--- config.mk ---
export PLATFORM = sky130hd
export DESIGN_NAME = ccl_top
export DESIGN_NICKNAME = d
export VERILOG_FILES = /design/src/rtl/ccl_pkg.sv /design/src/rtl/ccl_sync.sv /design/src/rtl/ccl_top.sv
export SDC_FILE = /design/constraint.sdc
export NUM_CORES = 1
export LEC_CHECK = 0
export ABC_AREA = 1
export BUFFER_PORTS_ARGS = -buffer_cell sky130_fd_sc_hd__buf_4
export CAP_MARGIN = 5
export CORE_MARGIN = 2
export CORE_UTILIZATION = 45
export DETAILED_ROUTE_END_ITERATION = 10
export PLACE_DENSITY = 0.74
export REMOVE_ABC_BUFFERS = 1
export SYNTH_ARGS = -nofsm -noshare
export SYNTH_HDL_FRONTEND = slang
export SYNTH_SLANG_ARGS = --single-unit
export TNS_END_PERCENT = 1
--- constraint.sdc ---
create_clock -name SYS_CLK -period 1.6 [get_ports SYS_CLK]
set_input_delay 0.16 -clock SYS_CLK [delete_from_list [all_inputs] [get_ports SYS_CLK]]
set_output_delay 0.16 -clock SYS_CLK [all_outputs]
set_load 0.01 [all_outputs]
--- src/rtl/ccl_pkg.sv ---
// Purpose: shared constants for the comparator control logic
// Assumes: 8-bit register data, data-space byte addresses
// Notes:   i/o space address = data-space address minus io offset
package ccl_pkg;
    // register addresses and i/o window
    localparam logic [7:0] CCL_CCS_ADDR      = 8'h50;
    localparam logic [7:0] CCL_CCB_ADDR      = 8'h7b;
    localparam logic [7:0] CCL_IO_OFFSET     = 8'h20;
    localparam logic [7:0] CCL_IO_LAST       = 8'h3f;
    localparam logic [7:0] CCL_ZERO_BYTE     = 8'h00;

    // comparator_control_status fields
    localparam int CCL_CCS_DISABLE_BIT       = 7;
    localparam int CCL_CCS_BANDGAP_BIT       = 6;
    localparam int CCL_CCS_OUTPUT_BIT        = 5;
    localparam int CCL_CCS_FLAG_BIT          = 4;
    localparam int CCL_CCS_IE_BIT            = 3;
    localparam int CCL_CCS_CAPTURE_BIT       = 2;
    localparam int CCL_CCS_MODE_HI           = 1;
    localparam int CCL_CCS_MODE_LO           = 0;

    // converter_control_b fields
    localparam int CCL_CCB_MUX_EN_BIT        = 6;
    localparam int CCL_CCB_TSRC_HI           = 2;
    localparam int CCL_CCB_TSRC_LO           = 0;

    // comparator_irq_mode codes
    localparam logic [1:0] CCL_MODE_TOGGLE   = 2'h0;
    localparam logic [1:0] CCL_MODE_RESERVED = 2'h1;
    localparam logic [1:0] CCL_MODE_FALL     = 2'h2;
    localparam logic [1:0] CCL_MODE_RISE     = 2'h3;

    // trigger_source_select codes
    localparam logic [2:0] CCL_TSRC_FREE     = 3'h0;
    localparam logic [2:0] CCL_TSRC_COMP     = 3'h1;
    localparam logic [2:0] CCL_TSRC_EXT0     = 3'h2;
    localparam logic [2:0] CCL_TSRC_T0CMPA   = 3'h3;
    localparam logic [2:0] CCL_TSRC_T0OVF    = 3'h4;
    localparam logic [2:0] CCL_TSRC_T1CMPB   = 3'h5;
    localparam logic [2:0] CCL_TSRC_T1OVF    = 3'h6;
    localparam logic [2:0] CCL_TSRC_T1CAPT   = 3'h7;
endpackage

--- src/rtl/ccl_sync.sv ---
// Purpose: two-stage synchronizer for the raw comparator result
// Assumes: synchronous active-high reset
// Notes:   first stage feeds only the second stage
`timescale 1ns/10ps
module ccl_sync (
    // clock and reset
    input  wire logic SYS_CLK,
    input  wire logic RST,
    // data
    input  wire logic D_IN,
    output logic      Q_OUT
);
    typedef struct packed {
        logic stage1;
        logic stage2;
    } ccl_sync_t;

    ccl_sync_t st_r;
    ccl_sync_t st_nxt;

    always_comb begin
        st_nxt.stage1 = D_IN;
        st_nxt.stage2 = st_r.stage1;
        if (RST) begin
            st_nxt = '0;
        end
    end

    always_ff @(posedge SYS_CLK) begin
        st_r <= st_nxt;
    end

    assign Q_OUT = st_r.stage2;
endmodule

--- src/rtl/ccl_top.sv ---
// Purpose: control logic around the on-chip voltage comparator
// Assumes: cpu register port synchronous to SYS_CLK, RST synchronous high
// Notes:   converter_control_b is reachable only in data space
`timescale 1ns/10ps
module ccl_top
    import ccl_pkg::*;
(
    // clock and reset
    input  wire logic       SYS_CLK,
    input  wire logic       RST,
    // cpu register port
    input  wire logic [7:0] BUS_ADDR,
    input  wire logic       BUS_IO,
    input  wire logic       BUS_WE,
    input  wire logic       BUS_RE,
    input  wire logic [7:0] BUS_WDATA,
    output logic      [7:0] BUS_RDATA,
    // analog comparator core
    input  wire logic       COMP_RAW,
    output logic            COMP_POWER_OFF,
    output logic            POS_USE_BANDGAP,
    output logic            NEG_USE_CHANNEL,
    output logic      [2:0] NEG_CHANNEL,
    // converter control state
    input  wire logic       CONVERTER_ENABLE,
    input  wire logic       AUTO_TRIGGER_ENABLE,
    input  wire logic [2:0] CHANNEL_SELECT_LOW,
    input  wire logic       CONVERSION_DONE_FLAG,
    // trigger source flags
    input  wire logic       EXT_INT0_FLAG,
    input  wire logic       T0_CMPA_FLAG,
    input  wire logic       T0_OVF_FLAG,
    input  wire logic       T1_CMPB_FLAG,
    input  wire logic       T1_OVF_FLAG,
    input  wire logic       T1_CAPT_FLAG,
    // interrupt system
    input  wire logic       GLOBAL_IRQ_ENABLE,
    input  wire logic       IRQ_VECTOR_ACK,
    output logic            COMP_IRQ,
    // timer capture and converter trigger
    output logic            CAPTURE_IN,
    output logic            CONV_TRIGGER
);
    typedef struct packed {
        logic       aco_prev;
        logic       irq_flag;
        logic       comp_disable;
        logic       bandgap_sel;
        logic       irq_enable;
        logic       capture_en;
        logic [1:0] irq_mode;
        logic       mux_enable;
        logic [2:0] tsrc;
        logic [2:0] tsrc_prev;
        logic       trig_prev;
        logic       trig;
        logic [7:0] rdata;
    } ccl_state_t;

    ccl_state_t st_r;
    ccl_state_t st_nxt;
    logic       comparator_output_bit;
    logic       edge_rise;
    logic       edge_fall;
    logic       irq_event;
    logic       hit_ccs;
    logic       hit_ccb;
    logic       trig_sel;
    logic       free_switch;
    logic [7:0] ccs_value;
    logic [7:0] ccb_value;

    // address decode for data space and i/o space
    function automatic logic ccl_hit(input logic [7:0] addr, input logic io, input logic [7:0] target);
        logic [7:0] full;
        full = 8'(addr + CCL_IO_OFFSET);
        if (io) begin
            ccl_hit = (addr <= CCL_IO_LAST) && (full == target);
        end else begin
            ccl_hit = (addr == target);
        end
    endfunction

    // raw comparator result into the clock domain
    ccl_sync u_sync (
        .SYS_CLK (SYS_CLK),
        .RST     (RST),
        .D_IN    (COMP_RAW),
        .Q_OUT   (comparator_output_bit)
    );

    always_comb begin
        hit_ccs = ccl_hit(BUS_ADDR, BUS_IO, CCL_CCS_ADDR);
        hit_ccb = ccl_hit(BUS_ADDR, BUS_IO, CCL_CCB_ADDR);

        // edge detect against previous sample
        edge_rise = comparator_output_bit && !st_r.aco_prev;
        edge_fall = !comparator_output_bit && st_r.aco_prev;
        unique case (st_r.irq_mode)
            CCL_MODE_TOGGLE:   irq_event = edge_rise || edge_fall;
            CCL_MODE_RESERVED: irq_event = 1'b0;
            CCL_MODE_FALL:     irq_event = edge_fall;
            CCL_MODE_RISE:     irq_event = edge_rise;
        endcase

        // trigger source selection
        unique case (st_r.tsrc)
            CCL_TSRC_FREE:   trig_sel = CONVERSION_DONE_FLAG;
            CCL_TSRC_COMP:   trig_sel = st_r.irq_flag;
            CCL_TSRC_EXT0:   trig_sel = EXT_INT0_FLAG;
            CCL_TSRC_T0CMPA: trig_sel = T0_CMPA_FLAG;
            CCL_TSRC_T0OVF:  trig_sel = T0_OVF_FLAG;
            CCL_TSRC_T1CMPB: trig_sel = T1_CMPB_FLAG;
            CCL_TSRC_T1OVF:  trig_sel = T1_OVF_FLAG;
            CCL_TSRC_T1CAPT: trig_sel = T1_CAPT_FLAG;
        endcase
        free_switch = (st_r.tsrc == CCL_TSRC_FREE) && (st_r.tsrc_prev != CCL_TSRC_FREE);

        // readable register images
        ccs_value = CCL_ZERO_BYTE;
        ccs_value[CCL_CCS_DISABLE_BIT] = st_r.comp_disable;
        ccs_value[CCL_CCS_BANDGAP_BIT] = st_r.bandgap_sel;
        ccs_value[CCL_CCS_OUTPUT_BIT] = comparator_output_bit;
        ccs_value[CCL_CCS_FLAG_BIT] = st_r.irq_flag;
        ccs_value[CCL_CCS_IE_BIT] = st_r.irq_enable;
        ccs_value[CCL_CCS_CAPTURE_BIT] = st_r.capture_en;
        ccs_value[CCL_CCS_MODE_HI:CCL_CCS_MODE_LO] = st_r.irq_mode;
        ccb_value = CCL_ZERO_BYTE;
        ccb_value[CCL_CCB_MUX_EN_BIT] = st_r.mux_enable;
        ccb_value[CCL_CCB_TSRC_HI:CCL_CCB_TSRC_LO] = st_r.tsrc;

        st_nxt = st_r;
        st_nxt.aco_prev = comparator_output_bit;
        st_nxt.tsrc_prev = st_r.tsrc;
        st_nxt.trig_prev = trig_sel;

        // rising edge of selected flag starts a conversion
        st_nxt.trig = AUTO_TRIGGER_ENABLE && CONVERTER_ENABLE && trig_sel
                      && !st_r.trig_prev && !free_switch;

        // register writes
        if (BUS_WE && hit_ccs) begin
            st_nxt.comp_disable = BUS_WDATA[CCL_CCS_DISABLE_BIT];
            st_nxt.bandgap_sel = BUS_WDATA[CCL_CCS_BANDGAP_BIT];
            st_nxt.irq_enable = BUS_WDATA[CCL_CCS_IE_BIT];
            st_nxt.capture_en = BUS_WDATA[CCL_CCS_CAPTURE_BIT];
            st_nxt.irq_mode = BUS_WDATA[CCL_CCS_MODE_HI:CCL_CCS_MODE_LO];
        end
        if (BUS_WE && hit_ccb) begin
            st_nxt.mux_enable = BUS_WDATA[CCL_CCB_MUX_EN_BIT];
            st_nxt.tsrc = BUS_WDATA[CCL_CCB_TSRC_HI:CCL_CCB_TSRC_LO];
        end

        // flag: clear by ack or write-one, a new event wins
        if (IRQ_VECTOR_ACK || (BUS_WE && hit_ccs && BUS_WDATA[CCL_CCS_FLAG_BIT])) begin
            st_nxt.irq_flag = 1'b0;
        end
        if (irq_event) begin
            st_nxt.irq_flag = 1'b1;
        end

        // registered read data, unmapped reads as zero
        if (BUS_RE) begin
            if (hit_ccs) begin
                st_nxt.rdata = ccs_value;
            end else if (hit_ccb) begin
                st_nxt.rdata = ccb_value;
            end else begin
                st_nxt.rdata = CCL_ZERO_BYTE;
            end
        end

        if (RST) begin
            st_nxt = '0;
        end
    end

    always_ff @(posedge SYS_CLK) begin
        st_r <= st_nxt;
    end

    // outputs
    assign BUS_RDATA       = st_r.rdata;
    assign COMP_POWER_OFF  = st_r.comp_disable;
    assign POS_USE_BANDGAP = st_r.bandgap_sel;
    assign NEG_USE_CHANNEL = st_r.mux_enable && !CONVERTER_ENABLE;
    assign NEG_CHANNEL     = NEG_USE_CHANNEL ? CHANNEL_SELECT_LOW : 3'h0;
    assign COMP_IRQ        = st_r.irq_flag && st_r.irq_enable && GLOBAL_IRQ_ENABLE;
    assign CAPTURE_IN      = st_r.capture_en && comparator_output_bit;
    assign CONV_TRIGGER    = st_r.trig;

    // checks
    property p_sync_latency;
        @(posedge SYS_CLK) disable iff (RST)
        (COMP_RAW [*2]) |=> comparator_output_bit;
    endproperty
    a_sync_latency: assert property (p_sync_latency) else $error("output not synchronized in two cycles");

    property p_flag_set;
        @(posedge SYS_CLK) disable iff (RST)
        irq_event |=> st_r.irq_flag;
    endproperty
    a_flag_set: assert property (p_flag_set) else $error("event did not set flag");

    property p_rise_mode;
        @(posedge SYS_CLK) disable iff (RST)
        (st_r.irq_mode == CCL_MODE_RISE) && $fell(comparator_output_bit) && !st_r.irq_flag && !$past(st_r.irq_flag)
            && !($past(comparator_output_bit) && !$past(st_r.aco_prev)) |=> !st_r.irq_flag;
    endproperty
    a_rise_mode: assert property (p_rise_mode) else $error("falling edge set flag in rising mode");

    property p_flag_clear;
        @(posedge SYS_CLK) disable iff (RST)
        IRQ_VECTOR_ACK && !irq_event |=> !st_r.irq_flag;
    endproperty
    a_flag_clear: assert property (p_flag_clear) else $error("vector did not clear flag");

    property p_irq_gate;
        @(posedge SYS_CLK) disable iff (RST)
        COMP_IRQ |-> GLOBAL_IRQ_ENABLE && st_r.irq_enable && ($past(irq_event) || $past(st_r.irq_flag));
    endproperty
    a_irq_gate: assert property (p_irq_gate) else $error("request without flag and enables");

    property p_mux_sel;
        @(posedge SYS_CLK) disable iff (RST)
        CONVERTER_ENABLE |-> !NEG_USE_CHANNEL;
    endproperty
    a_mux_sel: assert property (p_mux_sel) else $error("channel used while converter on");

    property p_capture_off;
        @(posedge SYS_CLK) disable iff (RST)
        !st_r.capture_en |-> !CAPTURE_IN;
    endproperty
    a_capture_off: assert property (p_capture_off) else $error("capture path active while disabled");

    property p_trig_gate;
        @(posedge SYS_CLK) disable iff (RST)
        CONV_TRIGGER |-> $past(AUTO_TRIGGER_ENABLE) && $past(CONVERTER_ENABLE);
    endproperty
    a_trig_gate: assert property (p_trig_gate) else $error("trigger without auto trigger and enable");

    property p_trig_rise;
        @(posedge SYS_CLK) disable iff (RST)
        AUTO_TRIGGER_ENABLE && CONVERTER_ENABLE && trig_sel && !st_r.trig_prev && !free_switch |=> CONV_TRIGGER;
    endproperty
    a_trig_rise: assert property (p_trig_rise) else $error("rising source edge gave no trigger");

    property p_free_switch;
        @(posedge SYS_CLK) disable iff (RST)
        free_switch |=> !CONV_TRIGGER;
    endproperty
    a_free_switch: assert property (p_free_switch) else $error("switch to free running triggered");

    property p_sync_low;
        @(posedge SYS_CLK) disable iff (RST)
        ((!COMP_RAW) [*2]) |=> !comparator_output_bit;
    endproperty
    a_sync_low: assert property (p_sync_low) else $error("low result not synchronized in two cycles");

    property p_out_read;
        @(posedge SYS_CLK) disable iff (RST)
        BUS_RE && hit_ccs |=> BUS_RDATA[CCL_CCS_OUTPUT_BIT] == $past(comparator_output_bit);
    endproperty
    a_out_read: assert property (p_out_read) else $error("output bit not readable");

    property p_io_read;
        @(posedge SYS_CLK) disable iff (RST)
        BUS_RE && BUS_IO && (BUS_ADDR == CCL_CCS_ADDR - CCL_IO_OFFSET)
            |=> BUS_RDATA[CCL_CCS_DISABLE_BIT] == $past(st_r.comp_disable);
    endproperty
    a_io_read: assert property (p_io_read) else $error("status not readable in io space");

    property p_power_off;
        @(posedge SYS_CLK) disable iff (RST)
        BUS_WE && hit_ccs |=> COMP_POWER_OFF == $past(BUS_WDATA[CCL_CCS_DISABLE_BIT]);
    endproperty
    a_power_off: assert property (p_power_off) else $error("comparator disable not applied");

    property p_bandgap;
        @(posedge SYS_CLK) disable iff (RST)
        BUS_WE && hit_ccs |=> POS_USE_BANDGAP == $past(BUS_WDATA[CCL_CCS_BANDGAP_BIT]);
    endproperty
    a_bandgap: assert property (p_bandgap) else $error("bandgap select not applied");

    property p_mux_use;
        @(posedge SYS_CLK) disable iff (RST)
        st_r.mux_enable && !CONVERTER_ENABLE |-> NEG_USE_CHANNEL && (NEG_CHANNEL == CHANNEL_SELECT_LOW);
    endproperty
    a_mux_use: assert property (p_mux_use) else $error("channel not used as negative input");

    property p_mux_off;
        @(posedge SYS_CLK) disable iff (RST)
        !st_r.mux_enable |-> !NEG_USE_CHANNEL;
    endproperty
    a_mux_off: assert property (p_mux_off) else $error("channel used while mux disabled");

    property p_capture_on;
        @(posedge SYS_CLK) disable iff (RST)
        st_r.capture_en |-> CAPTURE_IN == comparator_output_bit;
    endproperty
    a_capture_on: assert property (p_capture_on) else $error("capture path does not follow output");

    property p_toggle_set;
        @(posedge SYS_CLK) disable iff (RST)
        (st_r.irq_mode == CCL_MODE_TOGGLE) && $changed(comparator_output_bit) |=> st_r.irq_flag;
    endproperty
    a_toggle_set: assert property (p_toggle_set) else $error("toggle did not set flag");

    property p_fall_set;
        @(posedge SYS_CLK) disable iff (RST)
        (st_r.irq_mode == CCL_MODE_FALL) && $fell(comparator_output_bit) |=> st_r.irq_flag;
    endproperty
    a_fall_set: assert property (p_fall_set) else $error("falling edge did not set flag");

    property p_rise_set;
        @(posedge SYS_CLK) disable iff (RST)
        (st_r.irq_mode == CCL_MODE_RISE) && $rose(comparator_output_bit) |=> st_r.irq_flag;
    endproperty
    a_rise_set: assert property (p_rise_set) else $error("rising edge did not set flag");

    property p_mode_reserved;
        @(posedge SYS_CLK) disable iff (RST)
        (st_r.irq_mode == CCL_MODE_RESERVED) && !st_r.irq_flag |=> !st_r.irq_flag;
    endproperty
    a_mode_reserved: assert property (p_mode_reserved) else $error("reserved mode set flag");

    property p_write_clear;
        @(posedge SYS_CLK) disable iff (RST)
        BUS_WE && hit_ccs && BUS_WDATA[CCL_CCS_FLAG_BIT] && !irq_event |=> !st_r.irq_flag;
    endproperty
    a_write_clear: assert property (p_write_clear) else $error("write one did not clear flag");

    property p_trig_pulse;
        @(posedge SYS_CLK) disable iff (RST)
        CONV_TRIGGER |=> !CONV_TRIGGER;
    endproperty
    a_trig_pulse: assert property (p_trig_pulse) else $error("trigger longer than one cycle");

    property p_trig_ext;
        @(posedge SYS_CLK) disable iff (RST)
        AUTO_TRIGGER_ENABLE && CONVERTER_ENABLE && (st_r.tsrc == CCL_TSRC_EXT0) && $stable(st_r.tsrc)
            && $rose(EXT_INT0_FLAG) |=> CONV_TRIGGER;
    endproperty
    a_trig_ext: assert property (p_trig_ext) else $error("source flag rise gave no trigger");
endmodule

# Yosys cells after proc, flatten, opt, wreduce, memory -nomap -nowiden
# Index checks and enable logic that the tools add are counted.
# word_totals
register_bits	27
input_bits	36
out_inout_bits	17
wordCells	67
# classes
add_sub_neg	1
magnitude_cmp	1
n_eq_ne	14
mux	9
n_reduce_logical	27
# op_table
operator	n
$eq A8 B7 Y1 const B	4
$logic_and A1 B1 Y1	16
$eq A3 B3 Y1 const B	4
$add A8 B6 Y8 const B	1
$le A8 B6 Y1 const B	1
$mux W8	1
$pmux W1 S8	1
$mux W7	1
$eq A3 B2 Y1 const B	2
$logic_not A1 Y1	5
$eq A2 B2 Y1 const B	2
$mux W1	4
$pmux W1 S4	1
$eq A3 B1 Y1 const B	1
$logic_not A3 Y1	1
$mux W3	1
$reduce_bool A3 Y1	1
$eq A2 B1 Y1 const B	1
$logic_not A2 Y1	1
$logic_or A1 B1 Y1	2
$reduce_bool A2 Y1	1

# Logic depth before layout (Yosys ltp)
# Gate-level depths: netlist of the first run.
# depth
ltp_word	9
depth_mapped	12
ltp_nobuf	12

# Cells and area by module
# Synthesis of the first run repeated with hierarchy kept, for this count alone.
# unflattened
cells_unflattened	231
area_unflattened_um2	1503.9
# by_module_without_submodules
mod	n_inst	cells_per_inst	area_per_inst_um2	seq_area_each_um2
ccl_top	1	225	1448.9	500.5
ccl_sync	1	6	55.1	40.0

# Worst setup path before layout of the first run
# OpenSTA, ideal clock, no wires.
# synth_timing
path_kind	in2reg
startpoint	input BUS_ADDR[5]
endpoint	register st_r, in the netlist ccs_value[1]
setup_time_ns	0.116
arrival_ns	1.109
t_required_ns	1.484
slack_ns	0.375
stages	10
n_path_buf	0
cell_sequence	ha_1 nand2_1 nor2_1 nand2_1 nand2_2 nand2_4 nor2_8 inv_2 nor2_1 nor2_1
# synth_via
elab_chain_cells	5
word_cells_on_any_way	7
cone_classes	1 x add/sub; 1 x order compare; 2 x eq/ne; 1 x mux; 2 x reduce/logical
# synth_rtl
item	line_no	text
start, declared	ccl_top.sv:12	input wire logic [7:0] BUS_ADDR,
$add A8 B6 Y8	ccl_top.sv:76	full = 8'(addr + CCL_IO_OFFSET);
$eq A8 B7 Y1	ccl_top.sv:78	ccl_hit = (addr <= CCL_IO_LAST) && (full == target);
$logic_and A1 B1 Y1	ccl_top.sv:78	
$mux W1 *	ccl_top.sv:77	if (io) begin
$logic_and A1 B1 Y1 *	ccl_top.sv:142	if (BUS_WE && hit_ccs) begin
end signal, assigned	ccl_top.sv:179	st_r <= st_nxt;
end, declared	ccl_top.sv:60	ccl_state_t st_r;
# Every way passes the cells marked *; elsewhere a longest branch is shown, timed or not.
# A chain may end at the register's enable or synchronous reset.

# Worst setup path in the final report of the first run
# layout_timing
startpoint	register st_r, in the netlist ccb_value[6]
endpoint	output NEG_CHANNEL[1]
# layout_via
elab_chain_cells	2
# layout_rtl
item	line_no	text
$logic_and A1 B1 Y1	ccl_top.sv:186	assign NEG_USE_CHANNEL = st_r.mux_enable && !CONVERTER_ENABLE;
$mux W3	ccl_top.sv:187	assign NEG_CHANNEL = NEG_USE_CHANNEL ? CHANNEL_SELECT_LOW : 3'h0;
end, declared	ccl_top.sv:23	output logic [2:0] NEG_CHANNEL,
# Every way passes these cells.

==> results of run 1 <==
==> final timing paths <==
kind / startpoint / end / cells past startpoint
worst max-delay path: ccb_value[6] / NEG_CHANNEL[1] / 5
worst min-delay path: COMP_RAW / u_sync.st_r[1] / 3
worst max register to register: ccb_value[0] / st_r[9] / 5
worst min register to register: u_sync.st_r[1] / u_sync.Q_OUT / 2
==> cell families (layout without fill, tap and decap cells) <==
| group | after synthesis | in the layout | share of synthesized area [%] |
|---|---|---|---|
| AO/OA/AOI/OAI | 33 | 33 | 13.7 |
| adder cells (fa/ha/maj) | 3 | 3 | 2.67 |
| AND/OR/NAND/NOR | 95 | 95 | 30.9 |
| buffers and inverters | 45 | 90 | 14.2 |
| flip-flops | 27 | 27 | 38.5 |
==> tightest hold or removal path, delay by kind of cell <==
kind | cells | cell delay (ps)
AND/OR/NAND/NOR | 1 | 60
buffers and inverters | 2 | 100
==> power by group through the flow <==
stage               combinational (W)  clock (W)  sequential [W]
floorplan                   0.0000684          0        0.000711
global placement             0.000174          0        0.000710
detailed placement           0.000177          0        0.000710
CTS                          0.000178   0.000310        0.000696
global route                 0.000199   0.000337        0.000698
finish                       0.000176   0.000299        0.000695
==> state kept, by name, summed over array words and instances, names as in the netlist <==
name             count
st_r                 5
u_sync.st_r          1
BUS_RDATA            8
CONV_TRIGGER         1
COMP_POWER_OFF       1
ccb_value            4
POS_USE_BANDGAP      1
u_sync.Q_OUT         1
ccs_value            5
==> cells in the final DEF, fill, tap and decap left out, types with 2 or more instances in the layout <==
cell / n
ha_1: 3
nand2_2: 2
buf_4: 52
inv_1: 31
nand4_1: 4
nor3_1: 3
dfxtp_1: 27
nand2_1: 31
a21oi_1: 13
nor2_1: 33
o21ai_0: 13
inv_2: 3
clkbuf_4: 3
nand3_1: 16
==> cell type report <==
type / instances / area (um2) / area share [%]
flip-flops and latches: 27 / 541 / 30.1
clock inverters: 1 / 7.51 / 0.418
clock buffers: 3 / 22.5 / 1.26
repair buffers: 52 / 390 / 21.8
well taps: 33 / 41.3 / 2.30
multi-input cells: 131 / 664 / 37.0
inverters: 34 / 128 / 7.11
==> per-stage QoR <==
stage | setup WS (ps) | util (%) | hold WS (ps) | std cells
6_report | 291 | 59.8 | 12.9 | 281
5_1_grt | 126 | 59.8 | 19.5 | 281
4_1_cts | 272 | 59.8 | 13.3 | 281
3_5_place_dp | 109 | 58.8 | 368 | 277
3_3_place_gp | 122 | 58.8 | 361 | 277
2_1_floorplan | 375 | - | 229 | 192
==> layer usage <==
| layer | global-route usage, % | vias up | wire length (um) |
|---|---|---|---|
| li1 | - | 729 | - |
| met1 | 23.3 | 575 | 1450 |
| met2 | 30.6 | 37 | 1360 |
| met3 | 2.38 | 2 | 159 |
| met4 | 5.71 | 0 | 19 |
| met5 | 0 | - | 0 |
==> impl_metrics.json, run 1 <==
{
  "slowest_stage": "dfxtp_1",
  "avgRoutedWirePerCell_um": 10.7,
  "swShare_pct": 25.4,
  "cts_hold_buffers": 0,
  "syn_to_final_growth_pct": 27.8,
  "io_buffers": 51,
  "clkTransAtPathRegs_ps": 150,
  "overflow": 0,
  "drv_slew": 0,
  "synth.area.top_cells": "dfxtp_1, nor2_1, inv_1",
  "cp.required_ps": 1440,
  "clkLatencyLatePin_ps": 330,
  "layout-drive-gt1-share_pct": 27.4,
  "power_frac_seq_pct": 59.4,
  "cp_cell_sequence": "inv_1 -> nor2_1 -> inv_1 -> nor2_1 -> buf_4",
  "cts-root-buf": "clkbuf_4",
  "skew_ps": 14.9,
  "drt_iter0_drc": 37,
  "avgSynthCellArea_um2": 6.92,
  "rrSetupSlack_ps": 440,
  "boundaryPins": 53,
  "hold_viol": 0,
  "first_global_vias": 1252,
  "ys_types": 27,
  "placed_area_um2": 1760,
  "critical_path_class": "register to output port",
  "die_x_um": 59.9,
  "fin_crit_sh_pct": 81.8,
  "dr.pass1.iters": 4,
  "synthCells": 203,
  "start_kind": "register",
  "ant_nets": 0,
  "grt.total_usage_pct": 17.9,
  "clk_path_buf_depth": 2,
  "drc": 0,
  "hpwl_mm": 2.37,
  "antenna_found_initial": 0,
  "comb_power_share_pct": 15.1,
  "cap_violations": 0,
  "max_freq_mhz": 764,
  "fin_setup_tns_ps": 0,
  "cts_tree": "built",
  "worst_ep_arrival_time_ps": 1150,
  "tightestPinTransition_ps": 322,
  "numCtsBuffers": 3,
  "yosysMostFrequentCell": "nor2_1",
  "yosysSeqAreaShare_pct": 38.5,
  "p_total_w": 0.00117,
  "finish.instance_area_um2": 1790,
  "fin_crit_ps": 1310,
  "p_switching_w": 0.000297,
  "cp_num_buf_inv": 3,
  "yosysWarnings": 0,
  "synth_top_area_share_pct": 38.5,
  "diodes": 0,
  "power_frac_clock_pct": 25.6,
  "status": "complete, no violations",
  "vdd_ir_drop_max_v": 0.000391,
  "path_delay_family": "flip-flops",
  "rsz0062_at_grt": "no",
  "die_area_um2": 3580,
  "nNetsFinal": 288,
  "synthFlopType": "dfxtp_1",
  "n_fill_cell": 328,
  "gp_congestion": 0.816,
  "synth_common_cells": "nor2_1, inv_1, nand2_1, dfxtp_1, nand3_1",
  "p_leak_nw": 0.877,
  "grt_pass1_wl_mm": 4.98,
  "worst_path_largest_cell_delay_ps": 360,
  "num_rows": 20,
  "routed_via_density": 4.78,
  "vias": 1343,
  "drt_wl_total_mm": 2.99,
  "min_path_type": "input port to register",
  "die_h_um": 59.9,
  "finalSetupViolations": 0,
  "slew_headroom_pct": 78.5,
  "postCtsSetupRepairBufs": 0,
  "start_util_pct": 46.7,
  "intPower_w": 0.000874,
  "ys_seq_elements": 27,
  "htree_levels": 1,
  "synthArstFlopShare_pct": 0,
  "grt_max_degree": 17,
  "core_area_um2": 3000,
  "netlist_area_um2": 1400,
  "power_density_nw_per_um2": 653,
  "cts_resized": 0,
  "synth_edf_count": 0,
  "yosys.area.top_type": "dfxtp_1",
  "path_max_fanout": 3,
  "end_kind": "output port",
  "cts_num_sinks": 27
}
(Power assumes the default switching activity.)
==> run 2, diff against run 1 <==
CORE_UTILIZATION = 43   (was 45)
clock period = 1.15 ns   (was 1.6 ns; I/O delays follow)
==> impl_metrics.json, run 2 (synthesized netlist as in run 1, its figures left out) <==
{
  "cts_num_sinks": 27,
  "io_buffers": 51,
  "clkTransAtPathRegs_ps": 150,
  "drt_wl_total_mm": 3.31,
  "clkLatencyLatePin_ps": 330,
  "wirelength_met1_mm": 1.44,
  "fin_crit_sh_pct": 103,
  "skew_ps": 14.2,
  "end_kind": "output port",
  "path_delay_family": "flip-flops",
  "critical_path_class": "register to output port",
  "met2WireLength_mm": 1.62,
  "most-common-layout-cells": "buf_4, nand2_1, nor2_1",
  "worst_ep_arrival_time_ps": 1070,
  "gp_congestion": 0.797,
  "worstHoldPathCells": 4,
  "hold_viol": 0,
  "start_util_pct": 45.6,
  "tightestPinTransition_ps": 308,
  "wl_met3_um": 226,
  "cts-root-buf": "clkbuf_4",
  "cap_violations": 0,
  "syn_to_final_growth_pct": 46.3,
  "min_path_type": "input port to register",
  "hpwl_mm": 2.59,
  "start_kind": "register",
  "finalWorstSetupSlack_ps": -38.4,
  "layout-drive-gt1-share_pct": 38.0,
  "overflow": 0,
  "cp_num_buf_inv": 3,
  "p_leak_nw": 0.988,
  "power_density_nw_per_um2": 814,
  "slew_headroom_pct": 79.2,
  "rr_worst_depth": 5,
  "cpMostUsedCell": "inv_2",
  "highest_layer": "met4",
  "finish.instance_area_um2": 2050,
  "rrSetupSlack_ps": 60,
  "largest_reg_flops": 8,
  "diodes": 0,
  "violations": "negative setup slack",
  "htree_levels": 1,
  "cp_cell_sequence": "inv_2 -> nor2_4 -> inv_2 -> nor2_2 -> buf_6",
  "vias": 1492,
  "numCtsBuffers": 3,
  "worst_path_largest_cell_delay_ps": 360,
  "status": "finished, violations left",
  "die_x_um": 61.1,
  "fin_crit_ps": 1190,
  "path_depth": 5,
  "rsz0062_at_grt": "yes",
  "first_global_vias": 1291,
  "final_common_cell": "buf_4",
  "cts_tree": "built",
  "clk_path_buf_depth": 2,
  "core_area_um2": 3080,
  "die_area_um2": 3740,
  "vdd_ir_drop_max_v": 0.00111,
  "grt.total_usage_pct": 19.3,
  "grt_max_degree": 17,
  "drc": 0,
  "cp.required_ps": 1030,
  "placed_area_um2": 1880,
  "max_freq_mhz": 841,
  "ant_nets": 0,
  "drv_slew": 0,
  "place_ws_ps": -199,
  "finalSetupViolations": 3,
  "antenna_found_initial": 0,
  "boundaryPins": 53,
  "path_max_fanout": 3,
  "num_rows": 20,
  "die_h_um": 61.1,
  "slowest_stage": "dfxtp_2",
  "routed_via_density": 4.74,
  "avgRoutedWirePerCell_um": 10.5,
  "nNetsFinal": 311,
  "grt_pass1_wl_mm": 5.39,
  "dr.pass1.iters": 4,
  "n_fill_cell": 296,
  "drt_iter0_drc": 31
}
run 2: what timing repair did:
item                                   in CTS  in global routing
pin swaps                                   2                  2
endpoints found under the hold margin       7                  1
setup buffers                               2                  2
resized for setup                           9                 15
setup endpoints to repair                   5                 17
hold buffers                                5                  1
run 2: per-stage QoR:
step	utilization (%)	setup TNS, ps	instances	total power (W)	hold WS, ps
floorplan	-	-196	192	0.00108	184
global placement	60.9	-2410	301	0.00125	317
detailed placement	60.9	-2740	301	0.00125	324
CTS	64.6	-208	312	0.00168	3.41
global route	66.7	-564	315	0.00176	-0.0625
finish	66.7	-102	315	0.00167	12.2
run 2: area by class of cell:
cell class / instances / area [um2] / area share [%]
Clock buffer: 3 / 22.5 / 1.10
Timing Repair Buffer: 75 / 593 / 28.9
Sequential cell: 27 / 552 / 26.9
Clock inverter: 1 / 7.51 / 0.366
Inverter: 34 / 131 / 6.40
Multi-Input combinational cell: 131 / 692 / 33.7
Tap cell: 44 / 55.1 / 2.68
run 2: worst paths after layout:
kind                       start             end
setup reg to reg        st_r[24]    ccs_value[4]
hold reg to reg   u_sync.st_r[1]    u_sync.Q_OUT
setup / recovery    ccb_value[6]  NEG_CHANNEL[2]
hold / removal    IRQ_VECTOR_ACK    ccs_value[4]
run 2: worst min-delay path, delay by kind of cell:
kind / cells / cell delay [ps]
buf+inv: 1 / 80
simple gates: 2 / 80
compound gates: 1 / 50
run 2: power breakdown:
part / leakage [nW] / internal, W / switching (W)
Combinational: 0.752 / 0.000159 / 0.000131
Sequential: 0.223 / 0.000955 / 0.0000114
Clock: 0.0139 / 0.000133 / 0.000281
Total: 0.988 / 0.00125 / 0.000423
run 2: routing by layer:
metal,up-vias,GRT usage [%]
met5,-,0
met4,0,4.66
met3,2,4.83
met2,43,34.3
met1,669,23.3
li1,778,-
